<file path="src/common/vdpc_map.svh">
`ifndef VDPC_MAP_SVH
`define VDPC_MAP_SVH
// ==========================================================
// register indices on the serial control bus
`define VDPC_IDX_AUX 8'h0E
`define VDPC_IDX_LUMA 8'h0F
`define VDPC_IDX_GAIN 8'h10
`define VDPC_IDX_OFFS 8'h11
`define VDPC_IDX_COLOR 8'h12
`define VDPC_IDX_DELAY 8'h13
`define VDPC_IDX_DETECT 8'h14
// ==========================================================
// reset values
`define VDPC_RST_AUX 8'h00
`define VDPC_RST_LUMA 8'h00
`define VDPC_RST_GAIN 8'h00
`define VDPC_RST_OFFS 8'h00
`define VDPC_RST_COLOR 8'h08
`define VDPC_RST_DELAY 8'h00
`define VDPC_RST_DETECT 6'h00
`define VDPC_RD_UNMAPPED 8'h00
// ==========================================================
// field positions
`define VDPC_AUX_B_DIR 7
`define VDPC_AUX_B_SEL 6:4
`define VDPC_AUX_A_DIR 3
`define VDPC_AUX_A_SEL 2:0
`define VDPC_LUMA_UNITY 6
`define VDPC_LUMA_FULL 5
`define VDPC_LUMA_SETUP 4
`define VDPC_LUMA_BWR 3
`define VDPC_LUMA_NOTCH 2
`define VDPC_LUMA_PEAK 1:0
`define VDPC_COLOR_HOLD 7
`define VDPC_COLOR_MSYS 6
`define VDPC_COLOR_NSYS 5
`define VDPC_COLOR_BW 4
`define VDPC_COLOR_CORE 3:2
`define VDPC_COLOR_KILL 1:0
`define VDPC_DELAY_TRIM 7:4
`define VDPC_DELAY_PHASE 3:0
// ==========================================================
// chroma codes and steps
`define VDPC_CHROMA_MID 8'h80
`define VDPC_CORE_W1 8'h01
`define VDPC_CORE_W2 8'h03
`define VDPC_CORE_W3 8'h07
`define VDPC_PHASE_STEP_CDEG 2250
`endif

</file>
<file path="src/common/vdpc_pkg.sv">
package vdpc_pkg;
  // ==========================================================
  // mode encodings
  typedef enum logic [2:0] {
    AUXA_OFF = 3'b000, AUXA_BACK_PORCH = 3'b001, AUXA_SYNC_TIP = 3'b010,
    AUXA_BURST = 3'b011, AUXA_BURST_WIDE = 3'b100, AUXA_SYNC_MID = 3'b101,
    AUXA_VBI = 3'b110, AUXA_GP_BIT = 3'b111
  } vdpc_auxa_src_e;
  typedef enum logic [2:0] {
    AUXB_OFF = 3'b000, AUXB_BURST_PHASE = 3'b001, AUXB_DOUBLE = 3'b010,
    AUXB_SYNC_FALL = 3'b011, AUXB_RAW_LINE = 3'b100, AUXB_SLICED = 3'b101,
    AUXB_VSYNC = 3'b110, AUXB_ENC_LOCK = 3'b111
  } vdpc_auxb_src_e;
  typedef enum logic [1:0] {
    KILL_AUTO = 2'b00, KILL_SPARE = 2'b01, KILL_ON = 2'b10,
    KILL_FORCE = 2'b11
  } vdpc_kill_e;
  typedef enum logic [2:0] {
    GAIN_NOMINAL = 3'b000, GAIN_SETUP = 3'b001, GAIN_FULL = 3'b010,
    GAIN_SETUP_FULL = 3'b011, GAIN_UNITY = 3'b100
  } vdpc_gain_e;
  typedef enum logic [2:0] {
    BUS_IDLE = 3'b000, BUS_DEVADDR = 3'b001, BUS_ACK = 3'b010,
    BUS_INDEX = 3'b011, BUS_WRITE = 3'b100, BUS_READ = 3'b101,
    BUS_MACK = 3'b110
  } vdpc_bus_state_e;
  // ==========================================================
  // timing paths; last member is bit 0 = select code 1
  typedef struct packed {
    logic general_purpose_bit;
    logic vbi_window;
    logic sync_midpoint_pulse;
    logic burst_gate_wide;
    logic burst_gate;
    logic sync_tip_gate;
    logic back_porch_gate;
  } vdpc_a_path_s;
  typedef struct packed {
    logic encoder_lock_serial_out;
    logic vertical_sync;
    logic vbi_sliced_line_flag;
    logic vbi_raw_line_flag;
    logic sync_fall_pulse;
    logic double_line_pulse;
    logic sync_burst_phase;
  } vdpc_b_path_s;
  // ==========================================================
  // decoded path settings
  typedef struct packed {
    logic [1:0] peaking_level;
    logic subcarrier_notch_en;
    logic luminance_bw_reduce;
    vdpc_gain_e gain_mode;
    logic signed [7:0] luma_gain_trim;
    logic signed [7:0] luma_offset_trim;
  } vdpc_luma_ctrl_s;
  typedef struct packed {
    vdpc_kill_e color_kill_mode;
    logic [1:0] coring_level;
    logic chroma_bw_sel;
    logic n_system_tracking_sel;
    logic m_system_tracking_sel;
    logic chroma_gain_hold;
    logic [3:0] burst_phase_ref;
    logic signed [4:0] chroma_delay_half;
  } vdpc_chroma_ctrl_s;
endpackage

</file>
<file path="src/design/vdpc_regs.sv">
`timescale 1ns/1ns
`default_nettype none
`include "vdpc_map.svh"
module vdpc_regs
  import vdpc_pkg::*;
#(
  parameter logic [6:0] DEV_ADDR = 7'h2A // arbitrary bus address
) (
  input wire logic ref_clk,
  input wire logic rst_n,
  input wire logic scl_in,
  input wire logic sda_in,
  output logic sda_out,
  output logic sda_oe,
  input wire logic aux_a_in,
  output logic aux_a_out,
  output logic aux_a_oe,
  input wire logic aux_b_in,
  output logic aux_b_out,
  output logic aux_b_oe,
  input wire vdpc_a_path_s a_path_int,
  input wire vdpc_b_path_s b_path_int,
  output var vdpc_a_path_s a_path_eff,
  output var vdpc_b_path_s b_path_eff,
  input wire logic fsc_358_det,
  input wire logic secam_det,
  output logic [5:0] detect_ctrl,
  input wire logic [7:0] chroma_in,
  input wire logic burst_ok,
  output logic [7:0] chroma_out,
  output var vdpc_luma_ctrl_s luma_ctrl,
  output var vdpc_chroma_ctrl_s chroma_ctrl
);

  // ==========================================================
  // register file and bus state
  logic [7:0] aux_reg, luma_reg, gain_reg, offs_reg, color_reg, delay_reg;
  logic [5:0] det_reg;
  logic scl_q_reg, sda_q_reg;
  vdpc_bus_state_e st_reg, st_next;
  logic [7:0] shift_reg, shift_next, idx_reg, idx_next;
  logic [3:0] cnt_reg, cnt_next;
  logic oe_reg, oe_next, rw_reg, rw_next;
  logic addr_ph_reg, addr_ph_next, mack_reg, mack_next;

  // ==========================================================
  // decode helpers
  function automatic logic [7:0] core_window(input logic [1:0] lvl);
    unique case (lvl)
      2'h0: core_window = 8'h00;
      2'h1: core_window = `VDPC_CORE_W1;
      2'h2: core_window = `VDPC_CORE_W2;
      2'h3: core_window = `VDPC_CORE_W3;
    endcase
  endfunction
  // delay in half pixel clocks, signed: even codes read as a signed
  // count of halves, odd codes sit one half below their even partner
  function automatic logic signed [4:0] delay_half(input logic [3:0] c);
    delay_half = $signed({c[3], c[3:1], 1'b0}) - $signed({4'h0, c[0]});
  endfunction
  // register read selection
  function automatic logic [7:0] rd_mux(input logic [7:0] i, aux, lum, gn,
    of, col, dl, dt);
    case (i)
      `VDPC_IDX_AUX: rd_mux = aux;
      `VDPC_IDX_LUMA: rd_mux = lum;
      `VDPC_IDX_GAIN: rd_mux = gn;
      `VDPC_IDX_OFFS: rd_mux = of;
      `VDPC_IDX_COLOR: rd_mux = col;
      `VDPC_IDX_DELAY: rd_mux = dl;
      `VDPC_IDX_DETECT: rd_mux = dt;
      default: rd_mux = `VDPC_RD_UNMAPPED;
    endcase
  endfunction

  // ==========================================================
  // serial bus line events
  wire scl_rise = scl_in & ~scl_q_reg;
  wire scl_fall = ~scl_in & scl_q_reg;
  wire bus_start = scl_in & scl_q_reg & sda_q_reg & ~sda_in;
  wire bus_stop = scl_in & scl_q_reg & ~sda_q_reg & sda_in;
  wire byte_done = (cnt_reg == 4'h8);
  wire [7:0] det_byte = {fsc_358_det, secam_det, det_reg};
  wire [7:0] rd_data = rd_mux(idx_reg, aux_reg, luma_reg, gain_reg,
                              offs_reg, color_reg, delay_reg, det_byte);
  wire reg_wr = scl_fall & ~bus_start & ~bus_stop &
                (st_reg == BUS_WRITE) & byte_done;
  // serial bus byte engine
  always_comb begin
    st_next = st_reg;
    shift_next = shift_reg;
    cnt_next = cnt_reg;
    oe_next = oe_reg;
    rw_next = rw_reg;
    addr_ph_next = addr_ph_reg;
    idx_next = idx_reg;
    mack_next = mack_reg;
    if (bus_start) begin
      st_next = BUS_DEVADDR;
      cnt_next = 4'h0;
      oe_next = 1'b0;
    end else if (bus_stop) begin
      st_next = BUS_IDLE;
      oe_next = 1'b0;
    end else if (scl_rise) begin
      unique case (st_reg)
        BUS_DEVADDR, BUS_INDEX, BUS_WRITE: begin
          if (!byte_done) begin
            shift_next = {shift_reg[6:0], sda_in};
            cnt_next = cnt_reg + 4'h1;
          end
        end
        BUS_READ: cnt_next = cnt_reg + 4'h1;
        BUS_MACK: mack_next = ~sda_in;
        default: ;
      endcase
    end else if (scl_fall) begin
      unique case (st_reg)
        BUS_DEVADDR: begin
          if (byte_done && shift_reg[7:1] == DEV_ADDR) begin
            oe_next = 1'b1;
            rw_next = shift_reg[0];
            addr_ph_next = 1'b1;
            st_next = BUS_ACK;
          end else if (byte_done) begin
            st_next = BUS_IDLE;
          end
        end
        BUS_INDEX: begin
          if (byte_done) begin
            idx_next = shift_reg;
            oe_next = 1'b1;
            addr_ph_next = 1'b0;
            st_next = BUS_ACK;
          end
        end
        BUS_WRITE: begin
          if (byte_done) begin
            idx_next = idx_reg + 8'h01;
            oe_next = 1'b1;
            st_next = BUS_ACK;
          end
        end
        BUS_ACK: begin
          cnt_next = 4'h0;
          oe_next = 1'b0;
          if (rw_reg && addr_ph_reg) begin
            shift_next = rd_data;
            oe_next = ~rd_data[7];
            st_next = BUS_READ;
          end else if (addr_ph_reg) begin
            st_next = BUS_INDEX;
          end else begin
            st_next = BUS_WRITE;
          end
        end
        BUS_READ: begin
          if (byte_done) begin
            oe_next = 1'b0;
            idx_next = idx_reg + 8'h01;
            st_next = BUS_MACK;
          end else begin
            oe_next = ~shift_reg[6];
            shift_next = {shift_reg[6:0], 1'b0};
          end
        end
        BUS_MACK: begin
          if (mack_reg) begin
            shift_next = rd_data;
            oe_next = ~rd_data[7];
            cnt_next = 4'h0;
            st_next = BUS_READ;
          end else begin
            st_next = BUS_IDLE;
          end
        end
        default: st_next = BUS_IDLE;
      endcase
    end
  end
  // bus state flops
  always_ff @(posedge ref_clk or negedge rst_n) begin
    if (!rst_n) begin
      scl_q_reg <= 1'b1;
      sda_q_reg <= 1'b1;
      st_reg <= BUS_IDLE;
      shift_reg <= 8'h00;
      cnt_reg <= 4'h0;
      oe_reg <= 1'b0;
      rw_reg <= 1'b0;
      addr_ph_reg <= 1'b0;
      idx_reg <= 8'h00;
      mack_reg <= 1'b0;
    end else begin
      scl_q_reg <= scl_in;
      sda_q_reg <= sda_in;
      st_reg <= st_next;
      shift_reg <= shift_next;
      cnt_reg <= cnt_next;
      oe_reg <= oe_next;
      rw_reg <= rw_next;
      addr_ph_reg <= addr_ph_next;
      idx_reg <= idx_next;
      mack_reg <= mack_next;
    end
  end

  // ==========================================================
  // register writes from the bus
  always_ff @(posedge ref_clk or negedge rst_n) begin
    if (!rst_n) begin
      aux_reg <= `VDPC_RST_AUX;
      luma_reg <= `VDPC_RST_LUMA;
      gain_reg <= `VDPC_RST_GAIN;
      offs_reg <= `VDPC_RST_OFFS;
      color_reg <= `VDPC_RST_COLOR;
      delay_reg <= `VDPC_RST_DELAY;
      det_reg <= `VDPC_RST_DETECT;
    end else if (reg_wr) begin
      if (idx_reg == `VDPC_IDX_AUX) aux_reg <= shift_reg;
      if (idx_reg == `VDPC_IDX_LUMA) luma_reg <= shift_reg;
      if (idx_reg == `VDPC_IDX_GAIN) gain_reg <= shift_reg;
      if (idx_reg == `VDPC_IDX_OFFS) offs_reg <= shift_reg;
      if (idx_reg == `VDPC_IDX_COLOR) color_reg <= shift_reg;
      if (idx_reg == `VDPC_IDX_DELAY) delay_reg <= shift_reg;
      if (idx_reg == `VDPC_IDX_DETECT) det_reg <= shift_reg[5:0];
    end
  end

  // ==========================================================
  // auxiliary pin routing
  wire a_dir = aux_reg[`VDPC_AUX_A_DIR];
  wire b_dir = aux_reg[`VDPC_AUX_B_DIR];
  vdpc_auxa_src_e a_sel;
  vdpc_auxb_src_e b_sel;
  assign a_sel = vdpc_auxa_src_e'(aux_reg[`VDPC_AUX_A_SEL]);
  assign b_sel = vdpc_auxb_src_e'(aux_reg[`VDPC_AUX_B_SEL]);
  wire [6:0] a_int = a_path_int;
  wire [6:0] b_int = b_path_int;
  logic [6:0] a_eff_next, b_eff_next;
  // input pin replaces the selected internal gate
  genvar k;
  generate
    for (k = 0; k < 7; k++) begin : g_path
      assign a_eff_next[k] = (!a_dir && a_sel == 3'(k + 1)) ?
                             aux_a_in : a_int[k];
      assign b_eff_next[k] = (!b_dir && b_sel == 3'(k + 1)) ?
                             aux_b_in : b_int[k];
    end
  endgenerate
  // driven pins carry the selected internal signal
  wire a_drv = a_dir && (a_sel != AUXA_OFF);
  wire b_drv = b_dir && (b_sel != AUXB_OFF);
  wire a_out_next = a_drv & a_int[3'(a_sel - 3'h1)];
  // codes 4, 5 and 7 give raw, sliced and encoder lock streams
  wire b_out_next = b_drv & b_int[3'(b_sel - 3'h1)];

  // ==========================================================
  // luma settings
  wire setup_gain_en = luma_reg[`VDPC_LUMA_SETUP];
  wire full_range_gain = luma_reg[`VDPC_LUMA_FULL];
  wire unity_gain = luma_reg[`VDPC_LUMA_UNITY];
  vdpc_gain_e gain_mode;
  assign gain_mode = (setup_gain_en && full_range_gain && unity_gain) ?
                     GAIN_UNITY :
                     vdpc_gain_e'({1'b0, full_range_gain,
                                   setup_gain_en});
  vdpc_luma_ctrl_s luma_next;
  assign luma_next.peaking_level = luma_reg[`VDPC_LUMA_PEAK];
  assign luma_next.subcarrier_notch_en =
    luma_reg[`VDPC_LUMA_NOTCH];
  assign luma_next.luminance_bw_reduce =
    luma_reg[`VDPC_LUMA_BWR];
  assign luma_next.gain_mode = gain_mode;
  assign luma_next.luma_gain_trim = $signed(gain_reg);
  assign luma_next.luma_offset_trim = $signed(offs_reg);

  // ==========================================================
  // chroma settings and sample path
  vdpc_kill_e kill_raw, kill_eff;
  assign kill_raw = vdpc_kill_e'(color_reg[`VDPC_COLOR_KILL]);
  assign kill_eff = (kill_raw == KILL_SPARE) ?
                    KILL_AUTO : kill_raw;
  vdpc_chroma_ctrl_s chroma_next;
  assign chroma_next.color_kill_mode = kill_eff;
  assign chroma_next.coring_level = color_reg[`VDPC_COLOR_CORE];
  assign chroma_next.chroma_bw_sel = color_reg[`VDPC_COLOR_BW];
  assign chroma_next.n_system_tracking_sel =
    color_reg[`VDPC_COLOR_NSYS];
  assign chroma_next.m_system_tracking_sel =
    color_reg[`VDPC_COLOR_MSYS];
  assign chroma_next.chroma_gain_hold =
    color_reg[`VDPC_COLOR_HOLD];
  assign chroma_next.burst_phase_ref =
    delay_reg[`VDPC_DELAY_PHASE];
  assign chroma_next.chroma_delay_half =
    delay_half(delay_reg[`VDPC_DELAY_TRIM]);
  // coring window and kill decision
  wire [7:0] core_w = core_window(color_reg[`VDPC_COLOR_CORE]);
  wire in_core = (color_reg[`VDPC_COLOR_CORE] != 2'h0) &&
                 (chroma_in >= `VDPC_CHROMA_MID - core_w) &&
                 (chroma_in <= `VDPC_CHROMA_MID + core_w);
  wire chroma_mute = (kill_eff == KILL_FORCE) ||
                     (kill_eff == KILL_AUTO && !burst_ok);
  wire [7:0] chroma_next_smp = (chroma_mute || in_core) ?
                               `VDPC_CHROMA_MID : chroma_in;

  // ==========================================================
  // registered outputs
  always_ff @(posedge ref_clk or negedge rst_n) begin
    if (!rst_n) begin
      aux_a_out <= 1'b0;
      aux_a_oe <= 1'b0;
      aux_b_out <= 1'b0;
      aux_b_oe <= 1'b0;
      a_path_eff <= '0;
      b_path_eff <= '0;
      luma_ctrl <= '0;
      chroma_ctrl <= '0;
      chroma_out <= `VDPC_CHROMA_MID;
      detect_ctrl <= `VDPC_RST_DETECT;
      sda_out <= 1'b0;
      sda_oe <= 1'b0;
    end else begin
      aux_a_out <= a_out_next;
      aux_a_oe <= a_drv;
      aux_b_out <= b_out_next;
      aux_b_oe <= b_drv;
      a_path_eff <= a_eff_next;
      b_path_eff <= b_eff_next;
      luma_ctrl <= luma_next;
      chroma_ctrl <= chroma_next;
      chroma_out <= chroma_next_smp;
      detect_ctrl <= det_reg;
      sda_out <= 1'b0; // open drain, only pulls low
      sda_oe <= oe_next;
    end
  end
endmodule // vdpc_regs
`default_nettype wire

</file>
<file path="config.mk">
export PLATFORM = sky130hd
export DESIGN_NAME = vdpc_regs
export DESIGN_NICKNAME = d
export VERILOG_FILES = /design/src/common/vdpc_pkg.sv /design/src/design/vdpc_regs.sv
export VERILOG_INCLUDE_DIRS = /design/src /design/src/common
export SDC_FILE = /design/constraint.sdc
export NUM_CORES = 1
export LEC_CHECK = 0
export ABC_AREA = 1
export BUFFER_PORTS_ARGS = -buffer_cell sky130_fd_sc_hd__buf_2
export CORE_UTILIZATION = 35
export CTS_CLUSTER_DIAMETER = 120
export DETAILED_ROUTE_END_ITERATION = 12
export SYNTH_ARGS = -nofsm -noshare
export SYNTH_HDL_FRONTEND = slang
export SYNTH_SLANG_ARGS = --single-unit
</file>
<file path="constraint.sdc">
create_clock -name ref_clk -period 1.7 [get_ports ref_clk]
set_input_delay 0.34 -clock ref_clk [delete_from_list [all_inputs] [get_ports ref_clk]]
set_output_delay 0.34 -clock ref_clk [all_outputs]
set_load 0.02 [all_outputs]
</file>
Word level (Yosys, flattened, before mapping)
Cells that the tools add are included.

word-level totals
  register bits after elaboration = 155
  word-level logic and storage cells = 261
  output and inout port bits = 74
  input port bits = 31

operators by class
  multiplexer cells = 66
  reduce and logical (&&, ||, !) cells = 59
  $add $sub $neg = 7
  bitwise logic cells = 22
  eq/ne operators = 52
  order comparisons = 4

operators with widths
  kind                                                 number
  two-way mux 8 bit                                    10
  one-hot mux 8 bit (7 select lines)                   1
  equality test 8 x 5 -> 1 bit, second input constant  5
  two-way mux 3 bit                                    12
  equality test 3 bit, second input constant           11
  one-hot mux 8 bit (4 select lines)                   1
  two-way mux 1 bit                                    26
  two-way mux 4 bit                                    6
  one-hot mux 8 bit (3 select lines)                   1
  logical AND 1 bit                                    23
  inequality test 4 bit, second input constant         5
  equality test 3 x 2 -> 1 bit, second input constant  6
  AND reduction 6 bit                                  3
  equality test 8 x 4 -> 1 bit, second input constant  2
  one-hot mux 4 bit (2 select lines)                   2
  one-hot mux 8 bit (2 select lines)                   1
  one-hot mux 3 bit (5 select lines)                   1
  AND reduction 2 bit                                  7
  AND reduction 7 bit                                  2
  AND 1 bit                                            13
  nonzero test 3 bit                                   4
  inequality test 2 bit, second input constant         5
  equality test 3 x 1 -> 1 bit, second input constant  3
  NOT 1 bit                                            9
  33 further kinds                                     51

Depth between registers and ports, before layout
Gate-level depths: netlist of run 1.

  depth after elaboration = 9
  mapped depth = 12
  mapped depth without buffers = 12

Worst setup path before layout of run 1
Ideal clock, no wire load.

  path kind = flip-flop to flip-flop
  start = register color_reg[3]
  end = register chroma_out[0]
  data required time = 1.577 ns
  cell stages (with the launch flop) = 12
  setup time = 0.123 ns
  data arrival time = 1.762 ns
  setup slack = -0.185 ns
  buffers on the path = 0
  cell sequence = dfstp_2 inv_1 ha_1 inv_1 ha_1 nand2_1 o21ai_0 nand2_1 nand3_1 nand3b_1 nand2_1 nor2_1

on the way
  cells in the longest elaborated chain, start to end = 8
  elaborated cells between the ends (all ways) = 14

RTL lines
  what                                               RTL line          text
  from (decl)                                        vdpc_regs.sv:37   logic [7:0] aux_reg, luma_reg, gain_reg, offs_reg, color_reg, delay_reg;
  from (signal assigned)                             vdpc_regs.sv:216  color_reg <= `VDPC_RST_COLOR;
  from (signal assigned)                             vdpc_regs.sv:224  if (idx_reg == `VDPC_IDX_COLOR) color_reg <= shift_reg;
  equality test 2 bit, or another cell as far along  vdpc_regs.sv:49   unique case (lvl)
  one-hot mux 8 bit (4 select lines)                 vdpc_regs.sv:49
  subtractor 8 bit (no line)                         --
  >= comparator 8 bit                                vdpc_regs.sv:301  (chroma_in >= `VDPC_CHROMA_MID - core_w) &&
  logical AND 1 bit                                  vdpc_regs.sv:300  wire in_core = (color_reg[`VDPC_COLOR_CORE] != 2'h0) &&
  logical AND 1 bit (*)                              vdpc_regs.sv:300
  logical OR 1 bit (*)                               vdpc_regs.sv:305  wire [7:0] chroma_next_smp = (chroma_mute || in_core) ?
  two-way mux 8 bit (*)                              vdpc_regs.sv:305
  named net chroma_next_smp[0]                       vdpc_regs.sv:305
  to (signal assigned)                               vdpc_regs.sv:320  chroma_out <= `VDPC_CHROMA_MID;
  to (signal assigned)                               vdpc_regs.sv:333  chroma_out <= chroma_next_smp;
  to (decl)                                          vdpc_regs.sv:30   output logic [7:0] chroma_out,

Mark *: on every way through the listed nets, which the timed path passes. The rest lies on a longest branch. The select of a mux whose other input is x is not followed.
A chain may end at the register's enable or synchronous reset.

Final worst setup path of run 1
  start = register color_reg[3]
  end = register chroma_out[1]

Same word-level chain as after synthesis.

==> flow_summary.ini, run 1 <==
[pwr]
p_leak_uw = 0.00520
max-vdd-ir-drop_mv = 0.634
power-per-cell-area_nw_per_um2 = 827
fin_total_pwr_uw = 8870

[place]
gp_congestion = 0.848
numPortBuffers = 103
dp_worst_setup_slack_ns = -0.234
post-dp-hpwl_um = 13300

[cells_and_area]
post_route_cells_drive_above_1_share_pct = 42.1
n_fill_cell = 1828
antenna-diode-count = 0
design.final.nets = 1118
register_with_the_most_flip_flops = luma_ctrl
reg_top3 = luma_ctrl x23, chroma_ctrl x17
largest_register_ffs = 23
flow.area_growth_from_synthesis_pct = 47.7
final_core_utilization_pct = 52.8

[sta]
maxSlewViolCount = 0
worstMarginPinSlew_ns = 0.580
post-route-period-util_pct = 112
fin_crit_ns = 1.91
final_critical_path_setup_slack_ns = -0.212
setup-tns-final_ns = -8.59
finalSetupViolations = 77
worst_clock_skew_ns = 0.00804
finalHoldViolations = 0
worst_slew_margin_rel_pct = 61.3
setup_repair_after_global_routing_missed_its_margin = yes
max_clk_rate_mhz = 523

[floorplanning]
initial_utilization_pct = 35.8
num_rows = 52
chipWidth_um = 146
die_area_sq_um = 21300
die_h_um = 146
floorplan.io_pins = 105
core_area_sq_um = 20300

[hold_path]
worstHoldPathType = in2reg

[synth]
synth_enable_flop_cells = 0
synth_sequential_area_ratio_pct = 53.5
area_share_of_the_largest_cell_type_after_synthesis_pct = 52.0
syn_area_sq_um = 7260
share_of_synthesized_registers_carrying_an_async_set_or_reset_pct = 100
post_synth_inst_count = 839
postSynthNetCount = 906
register_bit_total_from_synthesis = 155
synth_largest_area_cell = dfrtp_1
synth.area.top_cells = dfrtp_1, nand2_1, o21ai_0, ha_1, nand3_1
synth.avg_cell_area_sq_um = 8.65
synth.most_common_cell = nand2_1
synth_cell_type_count = 30
yosysWarningCount = 0
synth_top_cells_by_count = nand2_1, dfrtp_1, o21ai_0
predominant_post_synthesis_flop_cell = dfrtp_1

[clocking]
clk_pin_slew_ns = 0.06
tritoncts.num_buffers = 17
clock_root_buffer = clkbuf_16
cts_tree = built
cts.sinks = 155
cts.htree.levels = 4
clock_path_buffers = 2
clk-insertion-delay-late_ns = 0.42

[critical_path]
worstSetupEndpointType = register
largest_stage_delay_on_the_critical_path_ns = 0.58
timing.critical_path.buf_inv = 2
setup.worst_path.class = reg2reg
critical_path_cell_with_the_highest_stage_delay = dfstp_2
crit_family = flip-flops
start_kind = register
worstPathRequired_ns = 2.01
crit_path_max_fanout = 7
arrival_ns = 2.22
crit_top_cell = ha_4
cp_cell_sequence = inv_4 -> ha_4 -> inv_2 -> ha_4 -> nand2_2 -> o21ai_1 -> nand2_1 -> nand3_1 -> nand3b_1 -> nand2_4 -> nor2_1

[detailed_routing]
post_drt_wl_per_cell_um = 15.5
postRouteWirelength_um = 20600
first_pass_iters = 5
drc_violations_left = 0
drt-vias-per-instance = 4.94
detailroute.via_count = 6596
initial_drc_count = 322
final_antenna_net_count = 0

[global_routing]
via_count_of_the_first_global_routing_pass = 6093
grt_first_pass_wirelength_um = 31100
grt_usage_pct = 18.5
grt_remaining_overflow = 0
grt_max_degree = 47
initial_antenna_violation_count = 0

[run]
max_cap_violations = 0

[status]
run_status = finished with violations
failed_checks = negative setup slack
## kinds of logic after synthesis
group | share of synthesized area (%)
AO/OA/AOI/OAI | 10.8
XOR/XNOR | 1.09
adder cells (fa/ha/maj) | 6.20
buffers and inverters | 5.91
flip-flops | 53.5
other | 0.0516
AND/OR/NAND/NOR | 22.5
## cell type report
type | instances | area (sq um) | area share (%)
clock buffers | 20 | 467 | 4.35
clock inverters | 12 | 136 | 1.27
inverters | 83 | 329 | 3.07
multi-input cells | 588 | 3960 | 37.0
flip-flops and latches | 155 | 3880 | 36.2
well taps | 270 | 338 | 3.15
repair buffers | 206 | 1610 | 15.0
## routing by layer
| layer | GRT usage (%) | wire length, um | vias to the layer above |
|---|---|---|---|
| met3 | 3.81 | 947 | 33 |
| met2 | 31.0 | 10300 | 169 |
| met1 | 24.0 | 8910 | 3181 |
| met5 | 0 | 0 | - |
| li1 | - | - | 3213 |
| met4 | 5.94 | 446 | 0 |
## placed cells by master, fill, tap and decap left out, types with 8 or more instances in the layout
master,netlist,final
dfrtp_1,151,151
ha_1,36,23
nor2_4,0,17
inv_2,0,18
buf_6,4,23
nor2_1,88,59
nor2_2,5,17
a21oi_1,37,23
buf_12,0,12
ha_4,0,11
buf_4,1,62
o21ai_1,0,47
nand2_4,0,13
nand2_1,180,119
nand3_4,0,12
buf_2,6,102
o21ai_0,100,25
nand3_1,86,70
nand3_2,0,8
nand2_2,0,48
o21ai_2,0,27
nand4_1,10,10
clkbuf_16,0,19
a21oi_2,0,14
inv_1,83,58
## timing repair
item	in CTS	in global routing
buffers inserted	14	18
resized for setup	79	243
cloned	4	7
hold endpoints to repair	41	0
pin swaps	43	72
setup endpoints to repair	80	88
hold buffers	1	0
## worst reg2reg max path, delay by kind of cell, from the launching register on
family | cells | cell delay, ns
AO/OA/AOI/OAI | 1 | 0.12
flip-flops | 1 | 0.58
buffers and inverters | 2 | 0.10
AND/OR/NAND/NOR | 6 | 0.50
adder cells (fa/ha/maj) | 2 | 0.50
## where the power goes
part           internal (uW)  switching, uW  total, uW  leakage (uW)
logic                    374            762       1140       0.00286
registers               3810           97.6       3910       0.00205
clock network           2290           1530       3820      0.000289
## worst paths after layout
kind / startpoint / to / slack [ns] / cells after the start
max in group asynchronous: rst_n / color_reg[3] / 0.65 / 3
min: scl_in / scl_q_reg / 0.06 / 1
max: color_reg[3] / chroma_out[1] / -0.21 / 11
min in group asynchronous: rst_n / a_path_eff[1] / 0.43 / 2
max reg2reg: color_reg[3] / chroma_out[1] / -0.21 / 11
min reg2reg: offs_reg[3] / luma_ctrl[3] / 0.42 / 0
## through the flow
stage	cells	instance area, sq um	hold slack [ns]
CTS	1313	9730	0.0420
detailed placement	1262	8690	0.313
global route	1334	10700	0.0451
global placement	1262	8690	0.309
finish	1334	10700	0.0616
floorplan	839	7350	0.0444
Power figures use the tool's default switching activity.
==> inputs of run 2 (changes only) <==
Settings changed: BUFFER_PORTS_ARGS -buffer_cell sky130_fd_sc_hd__buf_2 to -buffer_cell sky130_fd_sc_hd__buf_4, CTS_CLUSTER_SIZE from default to 40, REMOVE_ABC_BUFFERS from default to 1.
==> run 2 against run 1 <==
Sequential power barely moved. Clock power fell by 3%. The flow still finishes with violations (negative setup slack). Cell count rose by 1.0%. Sequential share of layout area fell by 1.6 points. Cell area rose by 4.8%. Critical path type unchanged. Non-clock buffer count rose by 20. Flip-flop and latch count did not move. Via count rose by 1.2%. Total power fell by 1.2%. Global-route usage rose by 1.1 points.
==> flow_summary.ini, run 2 (synthesis results as in run 1) <==
[detailed_routing]
final_antenna_net_count = 0
initial_drc_count = 456
detailroute.via_count = 6672
postRouteWirelength_um = 21200
post_drt_wl_per_cell_um = 15.7
drc_violations_left = 0
drt-vias-per-instance = 4.95
first_pass_iters = 5

[critical_path]
critical_path.endpoint = chroma_out[1]
worstPathRequired_ns = 2.06
reg2reg_setup_slack_ns = -0.27
worstSetupEndpointType = register
arrival_ns = 2.33
ff2ff_path_depth = 12
crit_path_max_fanout = 7
start_kind = register
r2r-end = chroma_out[1]
r2r_start = color_reg[3]
worst_setup_path_startpoint = color_reg[3]
setup.worst_path.class = reg2reg

[sta]
finalHoldViolations = 0
final_critical_path_setup_slack_ns = -0.269
fin_crit_ns = 1.97
worst_slew_margin_rel_pct = 59.6
maxSlewViolCount = 0
max_clk_rate_mhz = 508
post-route-period-util_pct = 116
setup-tns-final_ns = -6.29
whs_ns = 0.133
finalSetupViolations = 69
worstMarginPinSlew_ns = 0.605
setup_repair_after_global_routing_missed_its_margin = yes
worst_clock_skew_ns = 0.0119

[global_routing]
grt_remaining_overflow = 0
grt_max_degree = 44
initial_antenna_violation_count = 0
grt_usage_pct = 19.6
grt_first_pass_wirelength_um = 32700
via_count_of_the_first_global_routing_pass = 6521

[cells_and_area]
flow.area_growth_from_synthesis_pct = 54.9
highest_count_cells_in_the_layout_ignoring_fill_and_taps = buf_4, dfrtp_1, nand2_1, nand3_1
largest_register_ffs = 23
n_fill_cell = 1732
design.final.nets = 1132
mostFrequentLayoutCell = buf_4
reg_top3 = luma_ctrl x23, chroma_ctrl x17
register_with_the_most_flip_flops = luma_ctrl
antenna-diode-count = 0
post_route_cells_drive_above_1_share_pct = 46.4

[pwr]
combinationalPowerShare_pct = 13.0
power-per-cell-area_nw_per_um2 = 779
max-vdd-ir-drop_mv = 0.828
share_clk_of_total_power_pct = 42.4
p_sw_share_pct = 28.4
power.switching_uw = 2490
p_leak_uw = 0.00531
internal-power_uw = 6280
share_seq_of_total_power_pct = 44.6

[floorplanning]
die_area_sq_um = 21300
die_h_um = 146
num_rows = 52
initial_utilization_pct = 35.8
core_area_sq_um = 20300
floorplan.io_pins = 105
chipWidth_um = 146

[clocking]
clk_pin_slew_ns = 0.07
cts.htree.levels = 4
clk-insertion-delay-late_ns = 0.43
cts.sinks = 155
tritoncts.num_buffers = 17
clock_path_buffers = 2
clock_root_buffer = clkbuf_16
cts_tree = built

[run]
max_cap_violations = 0

[place]
gp_congestion = 0.858
post-dp-hpwl_um = 13600
numPortBuffers = 103

[status]
failed_checks = negative setup slack
run_status = finished with violations

[hold_path]
min_from = a_path_int[5]
worstHoldPathType = in2reg
[run 2: changes by cell type in the layout (fill, tap and decap cells not counted), moves of 5 or more]
cell and delta:
buf_4 +117, buf_2 -101, nand2_1 -17, ha_4 +10, ha_1 -8, nand2_2 +8
o21ai_1 -8, buf_8 +7, nand2_4 +7, nand3_1 -7, nor2_4 +7, o21ai_0 +7
nand3_2 +6, buf_12 -5
[run 2: through the flow]
| stage | utilization, % | power, uW | cells | instance area [sq um] | setup WS (ns) |
|---|---|---|---|---|---|
| after floorplan | - | 4320 | 819 | 7140 | -1.38 |
| after global placement | 44.3 | 4870 | 1280 | 8980 | -0.267 |
| after detailed placement | 44.3 | 4870 | 1280 | 8980 | -0.391 |
| after CTS | 50.4 | 8670 | 1328 | 10200 | -0.242 |
| after global routing | 55.4 | 9100 | 1348 | 11200 | -0.363 |
| final | 55.4 | 8760 | 1348 | 11200 | -0.269 |
[run 2: worst min-delay path by stage]
stage,depth (start not counted),end,slack (ns)
CTS,3,a_path_eff[5],0.12
floorplan,0,a_path_eff[0],0.04
global placement,1,b_path_eff[4],0.30
global route,3,b_path_eff[6],0.14
detailed placement,1,b_path_eff[4],0.29
finish,3,a_path_eff[5],0.13
[run 2: per-layer routing]
metal	vias to the layer above	wire (um)	track usage (%)	part of all wire, %
met3	38	1020	3.88	4.8
met5	-	0	0	0
li1	3228	-	-	-
met4	0	549	7.76	2.6
met1	3218	9110	25.3	43
met2	188	10500	32.4	50
[run 2: what timing repair did]
item                                   CTS  global route
resized for setup                      203           234
buffers inserted                         7            19
endpoints found under the hold margin   34             0
gates cloned                            10             2
hold buffers                             1             0
pin swaps                               43            61
setup endpoints to repair               84            87
[run 2: final cells by class]
| class | count | area (sq um) | area share (%) |
|---|---|---|---|
| flip-flops and latches | 155 | 3890 | 34.6 |
| clock inverters | 14 | 135 | 1.20 |
| repair buffers | 226 | 1990 | 17.7 |
| multi-input cells | 582 | 4120 | 36.6 |
| clock buffers | 18 | 439 | 3.91 |
| inverters | 83 | 332 | 2.95 |
| well taps | 270 | 338 | 3.00 |
[run 2: worst max-delay path: stages, from the launching register on]
cell      delay (ns)
dfstp_2         0.58
inv_4           0.06
buf_6           0.11
ha_4            0.14
inv_2           0.05
ha_4            0.20
a21oi_2         0.15
o21ai_2         0.08
nand2_1         0.06
nand3_1         0.07
nand3b_1        0.16
nand2_4         0.11
nor2_1          0.12
[run 2: power by group through the flow]
stage | Clock (uW) | Combinational, uW | Sequential [uW]
floorplan | 0 | 339 | 3980
global placement | 0 | 903 | 3960
detailed placement | 0 | 908 | 3970
CTS | 3780 | 986 | 3910
global route | 3950 | 1230 | 3920
finish | 3710 | 1140 | 3910
==> inputs of run 3 (changes only) <==
Settings changed: CORE_UTILIZATION 35 to 40.
==> run 3 against run 2 <==
Hold slack worse by 0.091 ns. Count of clock-buffer cells in the layout stayed put. Highest routed layer unchanged. Sequential share of layout area is 0.92 points higher. Critical path type unchanged. Die area is 12% lower. Cell area is 2.6% lower. The flow still finishes with violations (negative setup slack). Non-clock buffer count is 9 lower.
==> flow_summary.ini, run 3 (synthesis results as in run 1) <==
[status]
run_status = finished with violations
failed_checks = negative setup slack

[pwr]
power.switching_uw = 2440
internal-power_uw = 6090
p_leak_uw = 0.00529
max-vdd-ir-drop_mv = 0.753
share_seq_of_total_power_pct = 45.9
p_sw_share_pct = 28.6
power-per-cell-area_nw_per_um2 = 779
share_clk_of_total_power_pct = 40.7
combinationalPowerShare_pct = 13.4

[floorplanning]
die_area_sq_um = 18700
core_area_sq_um = 17500
die_h_um = 137
initial_utilization_pct = 41.4
floorplan.io_pins = 105
chipWidth_um = 137
num_rows = 48

[critical_path]
start_kind = register
critical_path_cell_with_the_highest_stage_delay = dfstp_2
crit_family = flip-flops
arrival_ns = 2.27
largest_stage_delay_on_the_critical_path_ns = 0.58
setup.worst_path.class = reg2reg
crit_path_max_fanout = 7
r2r_start = color_reg[3]
worstPathRequired_ns = 2.06
timing.critical_path.buf_inv = 3
worstSetupEndpointType = register
r2r-end = chroma_out[2]
ff2ff_path_depth = 12
cp_cell_sequence = inv_4 -> ha_4 -> inv_2 -> ha_1 -> inv_1 -> a21oi_2 -> o21ai_2 -> nand2_1 -> nand3_1 -> nand3b_1 -> nand2_4 -> nor2_1
reg2reg_setup_slack_ns = -0.21

[hold_path]
worstHoldPathType = in2reg
worst_hold_path.endpoint = sda_q_reg
min_from = sda_in
min_delay_path_depth = 1

[cells_and_area]
post_route_cells_drive_above_1_share_pct = 43.2
design.final.nets = 1122
highest_count_cells_in_the_layout_ignoring_fill_and_taps = buf_4, dfrtp_1, nand2_1, nand3_1, nor2_1
mostFrequentLayoutCell = buf_4
register_with_the_most_flip_flops = luma_ctrl
reg_top3 = luma_ctrl x23, chroma_ctrl x17
final_core_utilization_pct = 62.5
largest_register_ffs = 23
flow.area_growth_from_synthesis_pct = 50.8
antenna-diode-count = 0

[clocking]
clk-insertion-delay-late_ns = 0.43
cts.sinks = 155
tritoncts.num_buffers = 17
clk_pin_slew_ns = 0.06
cts_tree = built
clock_path_buffers = 2
clock_root_buffer = clkbuf_16
cts.htree.levels = 4

[sta]
finalSetupViolations = 60
finalHoldViolations = 0
fin_crit_ns = 1.91
whs_ns = 0.0411
worst_clock_skew_ns = 0.00972
max_clk_rate_mhz = 523
post-route-period-util_pct = 112
maxSlewViolCount = 0
setup_repair_after_global_routing_missed_its_margin = yes
worst_slew_margin_rel_pct = 60.5
worstMarginPinSlew_ns = 0.592
final_critical_path_setup_slack_ns = -0.211

[global_routing]
grt_first_pass_wirelength_um = 30200
grt_remaining_overflow = 0
via_count_of_the_first_global_routing_pass = 5956
grt_usage_pct = 21.2
initial_antenna_violation_count = 0
grt_max_degree = 49

[detailed_routing]
post_drt_wl_per_cell_um = 16.0
final_antenna_net_count = 0
first_pass_iters = 6
postRouteWirelength_um = 20700
drt-vias-per-instance = 5.13
drc_violations_left = 0
initial_drc_count = 423
detailroute.via_count = 6635

[place]
gp_congestion = 0.888
numPortBuffers = 103
post-dp-hpwl_um = 13100

[run]
max_cap_violations = 0
## run 3: changes by cell type in the layout (fill, tap and decap cells not counted), moves of 6 or more
cell     change
buf_4       -14
nand2_1      +9
nand2_2     -10
nand3_1      +6
nor2_4       -7
o21ai_1      +6
## run 3: layout make-up
class	count	area, sq um
fill	1440	6590
clock buffer	18	429
clock inverter	14	113
timing repair buffer	217	1990
sequential	155	3890
inverter	83	337
tap	225	282
multi-input combinational	581	3910
## run 3: per-layer routing
metal | wire [um] | share of wire (%) | global-route usage [%]
met1 | 8850 | 43 | 28.6
met2 | 10300 | 50 | 34.5
met3 | 1080 | 5.2 | 3.41
met4 | 469 | 2.3 | 7.47
met5 | 0 | 0 | 0
## run 3: power by group through the flow
stage	clock [uW]	sequential [uW]	combinational, uW
floorplan	0	3980	339
global placement	0	3970	908
detailed placement	0	3960	903
CTS	3530	3900	960
global route	3680	3930	1240
finish	3470	3910	1140
## run 3: worst max path at each step
| stage | slack (ns) | to | startpoint | depth (start not counted) |
|---|---|---|---|---|
| global route | -0.32 | chroma_out[4] | color_reg[3] | 10 |
| floorplan | -1.38 | color_reg[3] | idx_reg[5] | 5 |
| finish | -0.21 | chroma_out[2] | color_reg[3] | 12 |
| detailed placement | -0.34 | chroma_out[0] | color_reg[3] | 10 |
| global placement | -0.29 | chroma_out[5] | color_reg[3] | 11 |
| CTS | -0.20 | chroma_out[0] | color_reg[3] | 11 |
## run 3: timing repair
item	CTS	global route
setup endpoints to repair	83	88
cloned	10	7
setup buffers	4	14
pin swaps	27	59
resized for setup	166	234
hold endpoints to repair	39	0
hold buffers	1	0
## run 3: through the flow
stage | cell area (sq um) | instances | power [uW] | worst slack (ns) | setup TNS, ns
2_1_floorplan | 7140 | 819 | 4320 | -1.38 | -56.05
6_report | 11000 | 1293 | 8530 | -0.211 | -3.38
3_3_place_gp | 8860 | 1226 | 4880 | -0.293 | -11.36
4_1_cts | 9920 | 1273 | 8390 | -0.200 | -4.14
5_1_grt | 11000 | 1293 | 8850 | -0.316 | -10.83
3_5_place_dp | 8860 | 1226 | 4870 | -0.340 | -13.37
